--- src/common/bkt_map.svh ---
`ifndef BKT_MAP_SVH
`define BKT_MAP_SVH
// register indices; byte address is four times the index
`define BKT_IDX_CTL0   8'h20
`define BKT_IDX_CTL1   8'h21
`define BKT_IDX_AH     8'h22
`define BKT_IDX_AL     8'h23
`define BKT_IDX_DH     8'h24
`define BKT_IDX_DL     8'h25
`define BKT_IDX_STAT   8'h26
// control register 0 fields
`define BKT_C0_MODE_HI 7
`define BKT_C0_MODE_LO 6
`define BKT_C0_PROG    5
`define BKT_C0_RANGE1  1
`define BKT_C0_RANGE0  0
`define BKT_C0_MASK    8'hE3
// control register 1 fields
`define BKT_C1_DBE     6
`define BKT_C1_MBH     5
`define BKT_C1_MBL     4
`define BKT_C1_RW1E    3
`define BKT_C1_RW1     2
`define BKT_C1_RW0E    1
`define BKT_C1_RW0     0
`define BKT_C1_MASK    8'h7F
// status register fields
`define BKT_ST_TAGACT  0
`define BKT_ST_PEND    1
`define BKT_ST_HEAD    2
// reset values and tags
`define BKT_REG_RST    8'h00
`define BKT_TAG_NONE   3'h0
`define BKT_TAG_BOTH   2'h3
`define BKT_RESP_OKAY  2'h0
`define BKT_RESP_SLV   2'h2
`endif

--- src/common/bkt_pkg.sv ---
package bkt_pkg;
  // breakpoint mode, in field encoding order 00..11
  typedef enum logic [1:0] {
    BKT_OFF,
    BKT_INT_DUAL,
    BKT_DBG_FULL,
    BKT_DBG_DUAL
  } bkt_mode_e;
  // queue entry: software interrupt flag, high tag, low tag
  typedef logic [2:0] bkt_tag_t;
  typedef logic [7:0] bkt_byte_t;
endpackage

--- src/common/bkt_cmp_if.sv ---
`timescale 1ns/1ps
`default_nettype none
interface bkt_cmp_if;
  import bkt_pkg::*;
  logic [15:0] addr;
  logic [15:0] data;
  logic        rd;
  bkt_byte_t   ah;
  bkt_byte_t   al;
  bkt_byte_t   dh;
  bkt_byte_t   dl;
  bkt_byte_t   ctl0;
  bkt_byte_t   ctl1;
  logic        m0;
  logic        m1;
  modport top (output addr, data, rd, ah, al, dh, dl, ctl0, ctl1,
               input m0, m1);
  modport cmp (input addr, data, rd, ah, al, dh, dl, ctl0, ctl1,
               output m0, m1);
endinterface
`default_nettype wire

--- src/rtl/bkt_cmp.sv ---
`timescale 1ns/1ps
`default_nettype none
`include "bkt_map.svh"
module bkt_cmp (
  input wire logic clock,
  input wire logic nrst,
  bkt_cmp_if.cmp   cif
);
  import bkt_pkg::*;
  bkt_mode_e mode;
  logic      dual;
  logic      hi0, lo0, dir0, hi1, lo1, dir1, dhm, dlm;

  // address and direction compares for both breakpoints
  always_comb begin
    mode = bkt_mode_e'(cif.ctl0[`BKT_C0_MODE_HI:`BKT_C0_MODE_LO]);
    dual = (mode == BKT_INT_DUAL) || (mode == BKT_DBG_DUAL);
    hi0  = cif.addr[15:8] == cif.ah;
    lo0  = !cif.ctl0[`BKT_C0_RANGE0] || cif.addr[7:0] == cif.al;
    // direction: 0 writes, 1 reads; interrupt mode ignores it
    dir0 = !cif.ctl1[`BKT_C1_RW0E] || mode == BKT_INT_DUAL
           || cif.rd == cif.ctl1[`BKT_C1_RW0];
    dir1 = !cif.ctl1[`BKT_C1_RW1E] || mode != BKT_DBG_DUAL
           || cif.rd == cif.ctl1[`BKT_C1_RW1];
    hi1  = cif.addr[15:8] == cif.dh;
    lo1  = !cif.ctl0[`BKT_C0_RANGE1] || cif.addr[7:0] == cif.dl;
    dhm  = cif.ctl1[`BKT_C1_MBH] || cif.data[15:8] == cif.dh;
    dlm  = cif.ctl1[`BKT_C1_MBL] || cif.data[7:0] == cif.dl;
  end

  // a match needs every enabled byte and direction to agree
  always_comb begin
    cif.m0 = 1'b0;
    cif.m1 = 1'b0;
    unique case (mode)
      BKT_OFF: begin
        cif.m0 = 1'b0;
      end
      BKT_DBG_FULL: begin
        cif.m0 = hi0 && lo0 && dir0
                 && (!cif.ctl1[`BKT_C1_DBE] || (dhm && dlm));
      end
      BKT_INT_DUAL, BKT_DBG_DUAL: begin
        cif.m0 = hi0 && lo0 && dir0;
        cif.m1 = cif.ctl1[`BKT_C1_DBE] && hi1 && lo1 && dir1;
      end
    endcase
  end
endmodule
`default_nettype wire

--- src/rtl/bkt_tagq.sv ---
`timescale 1ns/1ps
`default_nettype none
`include "bkt_map.svh"
module bkt_tagq #(
  parameter int DEPTH = 4
) (
  input  wire logic        clock,
  input  wire logic        nrst,
  input  wire logic        flush,
  input  wire logic        push,
  input  wire bkt_pkg::bkt_tag_t push_tag,
  input  wire logic        pop,
  output bkt_pkg::bkt_tag_t head_tag
);
  import bkt_pkg::*;
  localparam int PW = $clog2(DEPTH);
  bkt_tag_t          mem [DEPTH];
  logic [PW-1:0]     rptr;
  logic [PW-1:0]     wptr;
  logic [PW:0]       count;
  logic              do_pop;
  logic              do_push;

  // tags advance with their program words
  assign do_pop  = pop && count != '0;
  assign do_push = push && (count != (PW+1)'(DEPTH) || do_pop);
  assign head_tag = count != '0 ? mem[rptr] : `BKT_TAG_NONE;

  // pointers and occupancy
  always_ff @(posedge clock) begin
    if (!nrst || flush) begin
      rptr  <= '0;
      wptr  <= '0;
      count <= '0;
    end else begin
      if (do_push)
        wptr <= wptr == PW'(DEPTH-1) ? '0 : wptr + 1'b1;
      if (do_pop)
        rptr <= rptr == PW'(DEPTH-1) ? '0 : rptr + 1'b1;
      count <= count + (PW+1)'(do_push) - (PW+1)'(do_pop);
    end
  end

  // tag storage
  always_ff @(posedge clock) begin
    if (do_push)
      mem[wptr] <= push_tag;
  end
endmodule
`default_nettype wire

--- src/rtl/bkt_top.sv ---
// Decided for this implementation: the AXI4-Lite register port.
`timescale 1ns/1ps
`default_nettype none
`include "bkt_map.svh"
module bkt_top #(
  parameter int ADDR_W = 12,
  parameter int QDEPTH = 4
) (
  input  wire logic              clock,
  input  wire logic              nrst,
  input  wire logic [ADDR_W-1:0] s_axi_awaddr,
  input  wire logic              s_axi_awvalid,
  output logic                   s_axi_awready,
  input  wire logic [31:0]       s_axi_wdata,
  input  wire logic [3:0]        s_axi_wstrb,
  input  wire logic              s_axi_wvalid,
  output logic                   s_axi_wready,
  output logic [1:0]             s_axi_bresp,
  output logic                   s_axi_bvalid,
  input  wire logic              s_axi_bready,
  input  wire logic [ADDR_W-1:0] s_axi_araddr,
  input  wire logic              s_axi_arvalid,
  output logic                   s_axi_arready,
  output logic [31:0]            s_axi_rdata,
  output logic [1:0]             s_axi_rresp,
  output logic                   s_axi_rvalid,
  input  wire logic              s_axi_rready,
  input  wire logic              cpu_cyc,
  input  wire logic              cpu_fetch,
  input  wire logic [15:0]       cpu_addr,
  input  wire logic [15:0]       cpu_data,
  input  wire logic              cpu_rd,
  input  wire logic              instr_boundary,
  input  wire logic              queue_advance,
  input  wire logic              queue_flush,
  input  wire logic              bus_clock_fall,
  input  wire logic              background_debug_mode,
  input  wire logic              tagging_go_cmd,
  input  wire logic              core_strobe,
  input  wire logic              low_byte_strobe_in,
  output logic                   low_byte_strobe_out,
  output logic                   low_byte_strobe_oe,
  input  wire logic              debug_serial_pin_in,
  output logic                   debug_serial_oe,
  output logic                   serial_cmd_en,
  output logic                   break_to_debug,
  output logic                   software_interrupt
);
  import bkt_pkg::*;
  bkt_byte_t    ctl0, ctl1;
  bkt_byte_t    break_addr_high, break_addr_low;
  bkt_byte_t    break_data_high, break_data_low;
  logic         aw_held, w_held;
  logic [7:0]   aw_idx;
  bkt_byte_t    w_byte;
  logic         w_lane;
  logic         wr_go, wr_ok;
  bkt_byte_t    rd_byte;
  logic         rd_ok;
  logic         tagging_active;
  logic [1:0]   pin_tag;
  logic         pend;
  logic         hit;
  logic         prog_only;
  bkt_tag_t     push_tag;
  bkt_tag_t     head_tag;
  bkt_mode_e    mode;
  bkt_cmp_if    cif ();

  // register index of a byte address, or 8'hFF when an address bit above bit 9 is set
  function automatic logic [7:0] reg_index(input logic [ADDR_W-1:0] a);
    if (a[ADDR_W-1:10] != '0)
      reg_index = 8'hFF;
    else
      reg_index = a[9:2];
  endfunction

  // which indices the slave answers
  function automatic logic mapped(input logic [7:0] idx);
    mapped = idx >= `BKT_IDX_CTL0 && idx <= `BKT_IDX_STAT;
  endfunction

  // write address channel: hold one address until the response
  always_ff @(posedge clock) begin
    if (!nrst) begin
      aw_held <= 1'b0;
      aw_idx  <= 8'h00;
    end else if (s_axi_awvalid && s_axi_awready) begin
      aw_held <= 1'b1;
      aw_idx  <= reg_index(s_axi_awaddr);
    end else if (wr_go) begin
      aw_held <= 1'b0;
    end
  end

  // write data channel: hold one data byte until the response
  always_ff @(posedge clock) begin
    if (!nrst) begin
      w_held <= 1'b0;
      w_byte <= 8'h00;
      w_lane <= 1'b0;
    end else if (s_axi_wvalid && s_axi_wready) begin
      w_held <= 1'b1;
      w_byte <= s_axi_wdata[7:0];
      w_lane <= s_axi_wstrb[0];
    end else if (wr_go) begin
      w_held <= 1'b0;
    end
  end

  assign wr_go = aw_held && w_held && !s_axi_bvalid;
  assign wr_ok = mapped(aw_idx);

  // channel readies and write response
  always_ff @(posedge clock) begin
    if (!nrst) begin
      s_axi_awready <= 1'b0;
      s_axi_wready  <= 1'b0;
      s_axi_bvalid  <= 1'b0;
      s_axi_bresp   <= `BKT_RESP_OKAY;
    end else begin
      s_axi_awready <= !aw_held && !(s_axi_awvalid && s_axi_awready);
      s_axi_wready  <= !w_held && !(s_axi_wvalid && s_axi_wready);
      if (wr_go) begin
        s_axi_bvalid <= 1'b1;
        s_axi_bresp  <= wr_ok ? `BKT_RESP_OKAY : `BKT_RESP_SLV;
      end else if (s_axi_bready) begin
        s_axi_bvalid <= 1'b0;
      end
    end
  end

  // control and breakpoint registers, byte lane 0 only
  always_ff @(posedge clock) begin
    if (!nrst) begin
      ctl0            <= `BKT_REG_RST;
      ctl1            <= `BKT_REG_RST;
      break_addr_high <= `BKT_REG_RST;
      break_addr_low  <= `BKT_REG_RST;
      break_data_high <= `BKT_REG_RST;
      break_data_low  <= `BKT_REG_RST;
    end else if (wr_go && w_lane) begin
      unique case (aw_idx)
        `BKT_IDX_CTL0: ctl0 <= w_byte & `BKT_C0_MASK;
        `BKT_IDX_CTL1: ctl1 <= w_byte & `BKT_C1_MASK;
        `BKT_IDX_AH:   break_addr_high <= w_byte;
        `BKT_IDX_AL:   break_addr_low  <= w_byte;
        `BKT_IDX_DH:   break_data_high <= w_byte;
        `BKT_IDX_DL:   break_data_low  <= w_byte;
        default:       ;
      endcase
    end
  end

  // read mux
  always_comb begin
    rd_ok   = mapped(reg_index(s_axi_araddr));
    rd_byte = 8'h00;
    unique case (reg_index(s_axi_araddr))
      `BKT_IDX_CTL0: rd_byte = ctl0;
      `BKT_IDX_CTL1: rd_byte = ctl1;
      `BKT_IDX_AH:   rd_byte = break_addr_high;
      `BKT_IDX_AL:   rd_byte = break_addr_low;
      `BKT_IDX_DH:   rd_byte = break_data_high;
      `BKT_IDX_DL:   rd_byte = break_data_low;
      `BKT_IDX_STAT: begin
        rd_byte[`BKT_ST_TAGACT] = tagging_active;
        rd_byte[`BKT_ST_PEND]   = pend;
        rd_byte[`BKT_ST_HEAD]   = head_tag != `BKT_TAG_NONE;
      end
      default:       rd_byte = 8'h00;
    endcase
  end

  // read channel: data one cycle after the address is taken
  always_ff @(posedge clock) begin
    if (!nrst) begin
      s_axi_arready <= 1'b0;
      s_axi_rvalid  <= 1'b0;
      s_axi_rdata   <= 32'h0000_0000;
      s_axi_rresp   <= `BKT_RESP_OKAY;
    end else begin
      s_axi_arready <= !s_axi_rvalid && !(s_axi_arvalid && s_axi_arready);
      if (s_axi_arvalid && s_axi_arready) begin
        s_axi_rvalid <= 1'b1;
        s_axi_rdata  <= {24'h00_0000, rd_byte};
        s_axi_rresp  <= rd_ok ? `BKT_RESP_OKAY : `BKT_RESP_SLV;
      end else if (s_axi_rready) begin
        s_axi_rvalid <= 1'b0;
      end
    end
  end

  // comparator hookup
  assign cif.addr = cpu_addr;
  assign cif.data = cpu_data;
  assign cif.rd   = cpu_rd;
  assign cif.ah   = break_addr_high;
  assign cif.al   = break_addr_low;
  assign cif.dh   = break_data_high;
  assign cif.dl   = break_data_low;
  assign cif.ctl0 = ctl0;
  assign cif.ctl1 = ctl1;

  bkt_cmp u_cmp (
    .clock (clock),
    .nrst  (nrst),
    .cif   (cif)
  );

  // interrupt mode always breaks on executed program bytes only
  assign mode = bkt_mode_e'(ctl0[`BKT_C0_MODE_HI:`BKT_C0_MODE_LO]);
  assign prog_only = ctl0[`BKT_C0_PROG] || mode == BKT_INT_DUAL;
  assign hit = cpu_cyc && !background_debug_mode && (cif.m0 || cif.m1);

  // tagging state, ended by entry into background debug
  always_ff @(posedge clock) begin
    if (!nrst) begin
      tagging_active <= 1'b0;
      serial_cmd_en  <= 1'b1;
    end else if (background_debug_mode) begin
      tagging_active <= 1'b0;
      serial_cmd_en  <= 1'b1;
    end else if (tagging_go_cmd) begin
      tagging_active <= 1'b1;
      serial_cmd_en  <= 1'b0;
    end
  end

  // shared pins give way to the tag inputs
  always_ff @(posedge clock) begin
    if (!nrst) begin
      low_byte_strobe_out <= 1'b0;
      low_byte_strobe_oe  <= 1'b0;
      debug_serial_oe     <= 1'b0;
    end else begin
      low_byte_strobe_out <= core_strobe;
      low_byte_strobe_oe  <= !(tagging_active || tagging_go_cmd);
      debug_serial_oe     <= 1'b0;
    end
  end

  // tag pins latched on the falling bus clock, active low
  always_ff @(posedge clock) begin
    if (!nrst || !tagging_active)
      pin_tag <= 2'b00;
    else if (bus_clock_fall)
      pin_tag <= ~{debug_serial_pin_in, low_byte_strobe_in};
  end

  // fetched words carry pin tags, or a breakpoint tag
  always_comb begin
    push_tag = {1'b0, pin_tag};
    if (hit && prog_only && cpu_fetch)
      push_tag = {mode == BKT_INT_DUAL, `BKT_TAG_BOTH};
  end

  bkt_tagq #(
    .DEPTH (QDEPTH)
  ) u_tagq (
    .clock    (clock),
    .nrst     (nrst),
    .flush    (queue_flush),
    .push     (cpu_cyc && cpu_fetch),
    .push_tag (push_tag),
    .pop      (queue_advance),
    .head_tag (head_tag)
  );

  // non-program breaks wait for the next instruction boundary
  always_ff @(posedge clock) begin
    if (!nrst)
      pend <= 1'b0;
    else if (hit && !prog_only)
      pend <= 1'b1;
    else if (instr_boundary || background_debug_mode)
      pend <= 1'b0;
  end

  // break requests toward the core
  always_ff @(posedge clock) begin
    if (!nrst) begin
      break_to_debug     <= 1'b0;
      software_interrupt <= 1'b0;
    end else begin
      break_to_debug <= !background_debug_mode
        && ((pend && instr_boundary)
        || (queue_advance && head_tag[1:0] != 2'b00 && !head_tag[2]));
      software_interrupt <= !background_debug_mode
        && queue_advance && head_tag[2];
    end
  end
endmodule
`default_nettype wire

--- config.mk ---
export PLATFORM = sky130hd
export DESIGN_NAME = bkt_top
export DESIGN_NICKNAME = d
export VERILOG_FILES = /design/src/common/bkt_pkg.sv /design/src/common/bkt_cmp_if.sv /design/src/rtl/bkt_cmp.sv /design/src/rtl/bkt_tagq.sv /design/src/rtl/bkt_top.sv
export VERILOG_INCLUDE_DIRS = /design/src /design/src/common
export SDC_FILE = /design/constraint.sdc
export NUM_CORES = 1
export LEC_CHECK = 0
export ABC_CLOCK_PERIOD_IN_PS = 2800
export BUFFER_PORTS_ARGS = -buffer_cell sky130_fd_sc_hd__buf_2
export CELL_PAD_IN_SITES_DETAIL_PLACEMENT = 2
export CELL_PAD_IN_SITES_GLOBAL_PLACEMENT = 2
export CORE_ASPECT_RATIO = 0.9
export CORE_MARGIN = 8
export CORE_UTILIZATION = 31
export CTS_CLUSTER_DIAMETER = 120
export CTS_CLUSTER_SIZE = 8
export DETAILED_ROUTE_END_ITERATION = 7
export GPL_TIMING_DRIVEN = 0
export PLACE_DENSITY = 0.76
export SETUP_SLACK_MARGIN = 0.02
export SKIP_LAST_GASP = 1
export SYNTH_ARGS = -nofsm -noshare
export SYNTH_HDL_FRONTEND = slang
export SYNTH_HIERARCHICAL = 1
export SYNTH_SLANG_ARGS = --single-unit
--- constraint.sdc ---
create_clock -name clock -period 2.8 [get_ports clock]
set_input_delay 0.42 -clock clock [delete_from_list [all_inputs] [get_ports clock]]
set_output_delay 0.42 -clock clock [all_outputs]
set_load 0.02 [all_outputs]
Word level (Yosys, flattened, before mapping) --
Memories as Yosys holds them, arrays and structs flattened. A register that Yosys moved wholly into a read port is not among the register bits. Index checks and enable logic that the tools add are counted.
Storage, ports and cells: register bits 96, bits in writable memories 12, bits of input ports 111, output and inout port bits 47, word-level logic and storage cells 180, memories kept 1
Operators by class: add/subtract/negate cells 4, order comparisons 4, equality and inequality tests 28, muxes and demuxes 25, bitwise operators 2, reduce and logical (&&, ||, !) cells 86
Memories:
- u_tagq.mem | words 4, width 3, read ports 1, clocked after memory_dff 1, write ports 1, line bkt_tagq.sv:17 | bkt_tag_t mem [DEPTH];
Operators with widths (count):
- $eq 8x6->1 const B | 13
- $eq 8x8->1 | 6
- $logic_and 1x1->1 | 32
- $pmux 5 s6 | 1
- $pmux 3 s7 | 1
- $logic_not 1->1 | 18
- $logic_or 1x1->1 | 17
- $ge 8x6->1 const B | 2
- $le 8x6->1 const B | 2
- $mux 8 | 2
- $reduce_bool 2->1 | 8
- $mux 1 | 12
- $mux 2 | 6
- $reduce_and 2->1 | 6
- $eq 2x2->1 const B | 4
- $mux 3 | 2
- $reduce_bool 3->1 | 2
- $add 2x1->2 const B | 2
- $reduce_or 2->1 | 2
- $add 3x1->3 | 1
- $ne 3x3->1 const B | 1
- $pmux 1 s3 | 1
- $sub 3x1->3 | 1
- $eq 1x1->1 | 2
- other kinds (5) | 5

Depth between registers and ports, before layout --
Gate-level depths: netlist (run 1).
depth after elaboration 11, mapped depth 12, gate-level depth less buffers 12

Modules after synthesis --
The synthesis (run 1) kept the hierarchy.
By module, submodules not included:
- bkt_top | times used 1, cells each 417, area an instance 3966.3 um2, seq. area each 1741.7 um2
- bkt_tagq | times used 1, cells each 68, area an instance 929.6 um2, seq. area each 540.5 um2
- bkt_cmp | times used 1, cells each 75, area an instance 605.6 um2, seq. area each 0.0 um2

Worst setup path after synthesis (run 1) --
OpenSTA, ideal clock, no wires.
kind in2reg, start input queue_advance, end register u_tagq.count[2], library setup time 0.078 ns, arrival 2.366 ns, required time 2.722 ns, slack 0.356 ns, stages on the path 11, path buffers 0, cells stage by stage or4b_4 -> and2_4 -> inv_1 -> ha_1 -> inv_1 -> ha_1 -> inv_1 -> fa_1 -> xor2_1 -> and2_2 -> nor3_1
On the way: cells in the longest elaborated chain, start to end 5
RTL lines:
- start, declared | line bkt_top.sv:34 | input wire logic queue_advance,
- $logic_and 1x1->1 * | line bkt_tagq.sv:25 | assign do_pop = pop && count != '0;
- $logic_or 1x1->1 | line bkt_tagq.sv:26 | assign do_push = push && (count != (PW+1)'(DEPTH) || do_pop);
- $logic_and 1x1->1 | line bkt_tagq.sv:26
- $add 3x1->3 | line bkt_tagq.sv:40 | count <= count + (PW+1)'(do_push) - (PW+1)'(do_pop);
- $sub 3x1->3 * | line bkt_tagq.sv:40
- end signal, assigned | line bkt_tagq.sv:40
- end, declared | line bkt_tagq.sv:20 | logic [PW:0] count;
Mark *: on every way between the ends. The rest lies on a longest branch, timed or not. A chain may end at the register's enable or synchronous reset.

Worst setup path in the final report (run 1) --
start register u_tagq.count[1], end register u_tagq.count[2]
On the way: cells in the longest elaborated chain, start to end 6, elaborated cells between the ends (all ways) 7, those cells by class add/sub: 2; eq/ne: 1; reduce/logical: 4
RTL lines (line):
- $reduce_bool 3->1 | bkt_tagq.sv:25
- $logic_and 1x1->1 | bkt_tagq.sv:25
- $logic_or 1x1->1 | bkt_tagq.sv:26
- $logic_and 1x1->1 | bkt_tagq.sv:26
- $add 3x1->3 | bkt_tagq.sv:40
- $sub 3x1->3 * | bkt_tagq.sv:40
Marked as above.

==> results of run 1 <==
worst reg2reg max path: cells and delay by family, from the launching register on:
kind | cells | cell delay [ns]
xor gates and xnor gates | 1 | 0.16
adders and majority gates | 3 | 0.73
buffers and inverters | 3 | 0.16
and+or+nand+nor | 4 | 1.11
DFF | 1 | 0.37
final cells by class:
cell class	instances	area, sq um
fill	1968	10800
multi-input combinational	418	2990
timing repair buffer	97	485
inverter	12	45.0
sequential	108	2280
clock inverter	7	82.6
buffer	48	293
tap	240	300
clock buffer	9	225
layout by cell type, fill, tap and decap left out, drive strengths merged, types with 4 or more instances in the layout:
cell	count
nand4	5
nor2	23
a21boi	11
buf	128
nand3	8
nand2	88
a211oi	5
nor2b	10
edfxtp	12
dfxtp	96
mux2i	55
conb	27
nor3	6
nor4	15
nand2b	8
clkbuf	26
ha	7
or4b	4
mux4	6
inv	15
and3	7
xor2	43
o221a	9
xnor2	8
o21ai	10
a21oi	6
and2	10
worst max-delay path by stage:
stage / from / end / slack, ns / cells after the start
5_1_grt: u_tagq/count[1] / u_tagq/count[2] / 0.03 / 11
3_3_place_gp: cpu_addr[6] / u_tagq/mem[2][0] / 0.13 / 8
2_1_floorplan: queue_advance / u_tagq/count[2] / 0.36 / 11
3_5_place_dp: queue_advance / u_tagq/count[2] / 0.03 / 12
6_report: u_tagq/count[1] / u_tagq/count[2] / 0.19 / 11
4_1_cts: break_data_low[6] / u_tagq/mem[0][0] / 0.11 / 7
per-layer routing:
metal  vias to the layer above  share of wire [%]  GRT usage (%)
li1                       2202                  -              -
met1                      2348                 47           23.6
met2                       135                 45           28.1
met3                        22                6.0           3.37
met4                         0                1.4           4.90
met5                         -                  0              0
registers in the layout (all words and copies together), names as in the netlist, 2 cells and up, named ones only:
| signal | cells |
|---|---|
| u_tagq/mem | 12 |
| break_data_high | 8 |
| u_tagq/wptr | 2 |
| aw_idx | 8 |
| cif.ctl0 | 5 |
| w_byte | 8 |
| cif.ctl1 | 7 |
| break_addr_low | 8 |
| s_axi_rdata | 8 |
| break_data_low | 8 |
| u_tagq/rptr | 2 |
| pin_tag | 2 |
| break_addr_high | 8 |
| u_tagq/count | 3 |
synthesized netlist by cell type, types with 7 or more instances:
| cell | number | area share, % |
|---|---|---|
| sky130_fd_sc_hd__nor2b_1 | 10 | 1.1 |
| sky130_fd_sc_hd__xnor2_1 | 8 | 1.3 |
| sky130_fd_sc_hd__a21boi_0 | 11 | 1.5 |
| sky130_fd_sc_hd__o221a_2 | 9 | 1.8 |
| sky130_fd_sc_hd__nand2b_1 | 8 | 0.91 |
| sky130_fd_sc_hd__dfxtp_1 | 96 | 35 |
| sky130_fd_sc_hd__inv_1 | 12 | 0.82 |
| sky130_fd_sc_hd__clkbuf_1 | 17 | 1.2 |
| sky130_fd_sc_hd__mux2i_1 | 55 | 10 |
| sky130_fd_sc_hd__xor2_1 | 43 | 6.8 |
| sky130_fd_sc_hd__edfxtp_1 | 12 | 6.6 |
| sky130_fd_sc_hd__buf_4 | 27 | 3.7 |
| sky130_fd_sc_hd__o21ai_0 | 10 | 0.91 |
| sky130_fd_sc_hd__nor4_1 | 12 | 1.4 |
| sky130_fd_sc_hd__ha_1 | 7 | 1.6 |
| sky130_fd_sc_hd__nor2_1 | 23 | 1.6 |
| sky130_fd_sc_hd__nand2_1 | 86 | 5.9 |
cells by family after synthesis:
kind of cell,synth area share [%]
XOR/XNOR,8.12
AO/OA/AOI/OAI,9.92
adder cells (fa/ha/maj),1.96
other,0.0682
AND/OR/NAND/NOR,19.2
multiplexers,13.1
flip-flops,41.5
buffers and inverters,6.14
metrics by stage:
stage	util (%)	worst slack, ns	instance area, sq um
3_5_place_dp	36.5	0.0334	6380
6_report	38.3	0.194	6700
5_1_grt	38.3	0.0253	6700
4_1_cts	38.3	0.111	6690
3_3_place_gp	36.5	0.130	6380
2_1_floorplan	-	0.356	5600
power breakdown:
part / leakage [nW] / total (mW) / switching, mW / internal [mW]
logic: 1.97 / 0.393 / 0.236 / 0.157
clock network: 0.152 / 1.34 / 0.634 / 0.710
registers: 0.899 / 1.63 / 0.0301 / 1.60
what timing repair did:
action                                  4_1_cts  5_1_grt
resized for setup                             0        2
hold buffers                                  0        0
endpoints found under the setup margin        0       13
endpoints found under the hold margin         0        0
==> metrics.md, run 1 <==
| Metric | Value |
|---|---|
| Number of vias in the routed layout | `4707` |
| Vias per cell | `5.01` |
| Nature of the critical path endpoint | `flop` |
| Period Utilization, post-route | `93.1%` |
| TritonCTS Buffers | `9` |
| Biggest fanout along the worst timing path | `7` |
| GRT overflow | `0` |
| Buf/Inv on CP | `3` |
| GRT Resource Usage Total | `17.5%` |
| Depth of the worst register-to-register path | `11` |
| Startpoint of the most critical hold path | `low_byte_strobe_in` |
| Initial antenna violation count | `0` |
| Vias in the first global route | `5111` |
| MaxCap Viol Count | `0` |
| Ratio of cells with drive above 1 in the final layout | `26.8%` |
| Mean Syn Cell Area | `9.82 sq um` |
| IO Port Bufs | `97` |
| Count of different cell masters after synthesis | `65` |
| Synthesized netlist cell count | `560` |
| Setup TNS | `0 ns` |
| Wire length of the first global-routing pass | `29.6 mm` |
| Slew of the pin with the lowest slew margin | `0.759 ns` |
| End of the worst register-to-register path | `u_tagq/count[2]` |
| Final-report max-slew violation count | `0` |
| Final non-filler cell total | `939` |
| Clock tree from TritonCTS | `done` |
| Placed Instances | `923` |
| Die area | `0.0223 sq mm` |
| Power after layout | `3.36 mW` |
| Worst hold-check path type | `in -> reg` |
| Average wire per cell in the routed design | `20.7 um` |
| Register-to-register setup slack | `0.19 ns` |
| TritonCTS sink count | `108` |
| Startpoint types | `flop` |
| Total wire length after detailed routing | `19.4 mm` |
| Maximum root-to-sink buffer count | `2` |
| Cell at the slowest stage of the critical path | `sky130_fd_sc_hd__or4b_4` |
| Endpoint with the worst hold slack | `pin_tag[0]` |
| Synthesized flop and latch total | `108` |
| ANT nets after route | `0` |
| Most Frequent Cell on Critical Path | `sky130_fd_sc_hd__inv_1` |
| Cells along the critical path | `or4b_4 -> and2_4 -> inv_1 -> ha_1 -> inv_1 -> ha_1 -> inv_1 -> fa_1 -> xor2_1 -> and2_2 -> nor3_2` |
| Number of iterations in the first detailed-routing pass | `5` |
| Area grow syn2layout | `21.9%` |
| Worst stage delay on the critical path | `0.61 ns` |
| Worst skew pair latency | `0.36 ns` |
| Row count | `46` |
| Number of primary I/O pins | `158` |
| Slew Limit Headroom | `49.4%` |
| Category of the critical setup timing path | `reg -> reg` |
| Number of antenna diodes | `0` |
| Unrepaired setup endpoints after global routing | `yes` |
| Yosys warns | `6` |
| Clock-pin transition on the worst setup and hold timing paths | `0.07 ns` |
| Worst EP arrival | `2.89 ns` |
| Reg2Reg Launch Point | `u_tagq/count[1]` |
| Number of violations reported at the end of detailed-routing iteration 0 | `255` |
| Power per cell area | `501 mW/mm^2` |
| Worst vdd rail ir drop | `255 uV` |
| Final setup violation count | `0` |
| Cell type group with the largest total delay on the critical path | `simple AND/OR/NAND/NOR gates` |
| Minimum hold slack | `0.250 ns` |
| Fraction of the yosys area taken by sequential cells | `41.5%` |
| Core outline area | `0.0175 sq mm` |
| Final Hold Viols | `0` |
| Combined area of all synthesized cells | `0.00550 sq mm` |
| Required time worst endpoint | `3.08 ns` |
| Drt drc | `0` |
| Outcome | `finished clean` |
| Height of the die | `142 um` |
| Cell leakage power | `3.02 nW` |
| Most instantiated flip-flop cell in the synthesis netlist | `sky130_fd_sc_hd__dfxtp_1` |
| Maximum clock skew at final layout | `0.0131 ns` |
| Share of synthesized registers carrying an async set or reset | `0%` |
| H-tree depth reported by CTS | `3` |
| Nets@finish | `813` |
| Final HPWL DP | `15.8 mm` |
| Largest net degree at the start of global routing | `20` |
| DIE WIDTH | `156 um` |
| Starting density of the core | `31.4%` |
| Hold Path Cell Cnt | `2` |
| Global placement routability congestion | `0.883` |
| Clock tree root driver cell | `sky130_fd_sc_hd__clkbuf_16` |
| Max Clock Freq | `384 MHz` |
| Post-CTS Setup Bufs | `0` |
| Number of flops mapped to enable cells by yosys | `12` |
| Shortest period the worst path allows | `2.61 ns` |
Note: power is estimated with default switching activity, not from simulation.
==> run 2, diff against run 1 <==
Settings changed: ABC_AREA set to 1, BUFFER_PORTS_ARGS -buffer_cell sky130_fd_sc_hd__buf_2 to unset, CORE_MARGIN 8 to 2, CORE_UTILIZATION 31 to 34, DONT_BUFFER_PORTS set to 1.
==> run 2 against run 1 <==
  * First-iteration DRC count is 16% lower
  * Worst setup slack better by 0.13 ns
  * Register-to-register slack better by 0.13 ns
  * Sequential power hardly changed
  * Count of clock-buffer cells in the layout is 3 higher
  * Cell count is 12% higher
==> metrics.md, run 2 <==
| Metric | Value |
|---|---|
| Outcome | `finished clean (unchanged)` |
| Dominant combinational cell family by area after synthesis | `simple AND/OR/NAND/NOR gates (unchanged)` |
| Final HPWL DP | `16.0 mm (was 15.8 mm)` |
| Xor/xnor share of the synthesized area | `5.08% (was 8.12%)` |
| Vias per cell | `5.06 (was 5.01)` |
| Post-synthesis simple-gate area fraction | `29.2% (was 19.2%)` |
| TritonCTS sink count | `108 (unchanged)` |
| Complex-gate fraction of the synthesized area | `12.9% (was 9.92%)` |
| Category of the critical setup timing path | `reg -> reg (unchanged)` |
| DIE WIDTH | `140 um (was 156 um)` |
| Worst skew pair latency | `0.36 ns (about the same)` |
| H-tree depth reported by CTS | `3 (unchanged)` |
| Number of antenna diodes | `0 (unchanged)` |
| TritonCTS Buffers | `9 (unchanged)` |
| Library cell with the largest summed area after synthesis | `sky130_fd_sc_hd__dfxtp_1 (unchanged)` |
| Power per cell area | `523 mW/mm^2 (was 501 mW/mm^2)` |
| Most frequent cells in the layout | `151 x sky130_fd_sc_hd__nor2_1, 151 x sky130_fd_sc_hd__nand2_1, 96 x sky130_fd_sc_hd__dfxtp_1, 77 x sky130_fd_sc_hd__inv_1, 75 x sky130_fd_sc_hd__o21ai_0 (was 100 x sky130_fd_sc_hd__buf_2, 96 x sky130_fd_sc_hd__dfxtp_1, 86 x sky130_fd_sc_hd__nand2_1, 55 x sky130_fd_sc_hd__mux2i_1, 43 x sky130_fd_sc_hd__xor2_1)` |
| Count of different cell masters after synthesis | `43 (was 65)` |
| Global placement routability congestion | `0.821 (was 0.883)` |
| Main area contributors after synthesis | `sky130_fd_sc_hd__dfxtp_1 34%, sky130_fd_sc_hd__nand2_1 10%, sky130_fd_sc_hd__nor2_1 10% (was sky130_fd_sc_hd__dfxtp_1 35%, sky130_fd_sc_hd__mux2i_1 10%, sky130_fd_sc_hd__xor2_1 6.8%)` |
| Nets@finish | `961 (was 813)` |
| Number of violations reported at the end of detailed-routing iteration 0 | `214 (was 255)` |
| Drt drc | `0 (unchanged)` |
| Final setup violation count | `0 (unchanged)` |
| Largest Register | `u_tagq/mem (unchanged)` |
| Slew Limit Headroom | `50.1% (was 49.4%)` |
| Area grow syn2layout | `11.8% (was 21.9%)` |
| IO Port Bufs | `0 (was 97)` |
| MaxCap Viol Count | `0 (unchanged)` |
| Slew of the pin with the lowest slew margin | `0.744 ns (was 0.759 ns)` |
| Combined area of all synthesized cells | `0.00569 sq mm (was 0.00550 sq mm)` |
| Proportion of synthesized area in mux cells | `0% (was 13.1%)` |
| Layout fillers | `1958 (was 1968)` |
| Register-to-register setup slack | `0.32 ns (was 0.19 ns)` |
| Biggest fanout along the worst timing path | `4 (was 7)` |
| Clock tree root driver cell | `sky130_fd_sc_hd__clkbuf_16 (unchanged)` |
| Flip-flop count of the largest register, all copies and words added | `12 (unchanged)` |
| Most instantiated flip-flop cell in the synthesis netlist | `sky130_fd_sc_hd__dfxtp_1 (unchanged)` |
| Maximum root-to-sink buffer count | `2 (unchanged)` |
| Vias in the first global route | `5801 (was 5111)` |
| Wire length of the first global-routing pass | `31.2 mm (was 29.6 mm)` |
| Total wire length after detailed routing | `19.6 mm (was 19.4 mm)` |
| Yosys warns | `6 (unchanged)` |
| Commonest cells in the synthesized netlist | `151 x sky130_fd_sc_hd__nand2_1, 151 x sky130_fd_sc_hd__nor2_1, 96 x sky130_fd_sc_hd__dfxtp_1 (was 96 x sky130_fd_sc_hd__dfxtp_1, 86 x sky130_fd_sc_hd__nand2_1, 55 x sky130_fd_sc_hd__mux2i_1)` |
| Fraction of the yosys area taken by sequential cells | `40.1% (was 41.5%)` |
| Cell leakage power | `2.72 nW (was 3.02 nW)` |
| Worst EP arrival | `2.59 ns (was 2.89 ns)` |
| Maximum clock skew at final layout | `0.0109 ns (was 0.0131 ns)` |
| Starting density of the core | `35.0% (was 31.4%)` |
| Clock-pin transition on the worst setup and hold timing paths | `0.08 ns (was 0.07 ns)` |
| Adder-Cell Fraction of Synth Area | `1.89% (was 1.96%)` |
| Cell area reported after detailed placement | `0.00605 sq mm (was 0.00638 sq mm)` |
| Number of flops mapped to enable cells by yosys | `12 (unchanged)` |
| Final-report max-slew violation count | `0 (unchanged)` |
| Area fraction of the dominant cell type after synthesis | `33.8% (was 34.9%)` |
| Required time worst endpoint | `2.91 ns (was 3.08 ns)` |
| Setup TNS | `0 ns (unchanged)` |
| Ratio of cells with drive above 1 in the final layout | `10.4% (was 26.8%)` |
| GRT overflow | `0 (unchanged)` |
| Number of iterations in the first detailed-routing pass | `4 (was 5)` |
| ANT nets after route | `0 (unchanged)` |
| Final design utilization | `39.2% (was 38.3%)` |
| GRT Resource Usage Total | `22.6% (was 17.5%)` |
| Synthesized flop and latch total | `108 (unchanged)` |
| Average wire per cell in the routed design | `18.6 um (was 20.7 um)` |
| Shortest period the worst path allows | `2.48 ns (was 2.61 ns)` |
| Core outline area | `0.0162 sq mm (was 0.0175 sq mm)` |
| Clock tree from TritonCTS | `done (unchanged)` |
| Share of synthesized registers carrying an async set or reset | `0% (unchanged)` |
| Hold bufs inserted after CTS | `0 (unchanged)` |
| Initial antenna violation count | `1 (was 0)` |
| Number of primary I/O pins | `158 (unchanged)` |
| Die area | `0.0178 sq mm (was 0.0223 sq mm)` |
| Worst hold-check path type | `in -> reg (unchanged)` |
| Row count | `44 (was 46)` |
| Number of vias in the routed layout | `5330 (was 4707)` |
| Period Utilization, post-route | `88.6% (was 93.1%)` |
| Startpoint types | `flop (unchanged)` |
| Unrepaired setup endpoints after global routing | `no (was yes)` |
| Final Hold Viols | `0 (unchanged)` |
| Fin area | `0.00636 sq mm (was 0.00670 sq mm)` |
| Post-CTS Setup Bufs | `0 (unchanged)` |
| Cts repair resizes | `0 (unchanged)` |
| Max Clock Freq | `403 MHz (was 384 MHz)` |
| Nature of the critical path endpoint | `flop (unchanged)` |
| Largest net degree at the start of global routing | `20 (unchanged)` |
| Synthesized netlist cell count | `805 (was 560)` |
| Worst vdd rail ir drop | `320 uV (was 255 uV)` |
| Height of the die | `127 um (was 142 um)` |
| Mean Syn Cell Area | `7.07 sq um (was 9.82 sq um)` |
run 2: cell count changes after synthesis, sizes merged, moves of 11 or more:
| cell | delta |
|---|---|
| inv | +76 |
| nand2 | +71 |
| a21boi | -11 |
| o21ai | +74 |
| nor4 | -12 |
| nor2 | +140 |
| nand3 | +23 |
| mux2i | -55 |
| xnor2 | +14 |
| a21oi | +34 |
| xor2 | -32 |
run 2: critical path: stages, from the launching register on:
cell and delay, ns:
sky130_fd_sc_hd__dfxtp_1 0.48, sky130_fd_sc_hd__inv_2 0.09, sky130_fd_sc_hd__nand2_1 0.08, sky130_fd_sc_hd__nand4_1 0.09
sky130_fd_sc_hd__nor4_1 0.29, sky130_fd_sc_hd__nand3_1 0.21, sky130_fd_sc_hd__a21oi_1 0.18, sky130_fd_sc_hd__o21ai_0 0.14
sky130_fd_sc_hd__nor2_1 0.12, sky130_fd_sc_hd__nand3_1 0.15, sky130_fd_sc_hd__nor3_1 0.40
run 2: cells by family (layout without fill, tap and decap cells):
kind of cell / after synthesis / count (layout)
XOR/XNOR: 33 / 33
AO/OA/AOI/OAI: 138 / 138
other: 1 / 27
adder cells (fa/ha/maj): 8 / 8
flip-flops: 108 / 108
buffers and inverters: 131 / 147
AND/OR/NAND/NOR: 386 / 386
run 2: cell type report:
type | count | area, sq um | area share, %
flip-flops and latches | 108 | 2280 | 35.9
multi-input cells | 592 | 2890 | 45.4
clock buffers | 12 | 268 | 4.21
plain buffers | 41 | 279 | 4.39
clock inverters | 4 | 47.5 | 0.747
inverters | 90 | 338 | 5.31
well taps | 207 | 259 | 4.07
run 2: final timing paths:
kind / endpoint / startpoint / cells after the start
setup reg to reg: u_tagq/mem[2][2] / break_data_high[0] / 10
setup / recovery: u_tagq/mem[2][2] / break_data_high[0] / 10
hold reg to reg: s_axi_awready / aw_held / 1
hold / removal: low_byte_strobe_oe / tagging_go_cmd / 1
run 2: where the power goes:
group	switching [mW]	total [mW]	internal, mW	leakage [nW]
clock network	0.645	1.35	0.708	0.155
logic	0.201	0.313	0.112	1.67
registers	0.0581	1.66	1.60	0.895
total	0.905	3.32	2.42	2.72
run 2: metrics by stage:
step,power [mW],hold WS (ns),std cells,worst slack (ns)
2_1_floorplan,1.92,0.424,831,0.968
3_3_place_gp,1.99,0.457,1038,0.486
3_5_place_dp,2.01,0.455,1038,0.397
4_1_cts,3.37,0.121,1054,0.357
5_1_grt,3.47,0.128,1054,0.212
6_report,3.32,0.134,1054,0.320
run 2: metal layers:
layer / track usage [%] / up-vias / routed length, um
li1: - / 2605 / -
met1: 28.5 / 2592 / 8700
met2: 39.4 / 108 / 9570
met3: 4.72 / 23 / 978
met4: 6.24 / 2 / 310
met5: 0 / - / 13
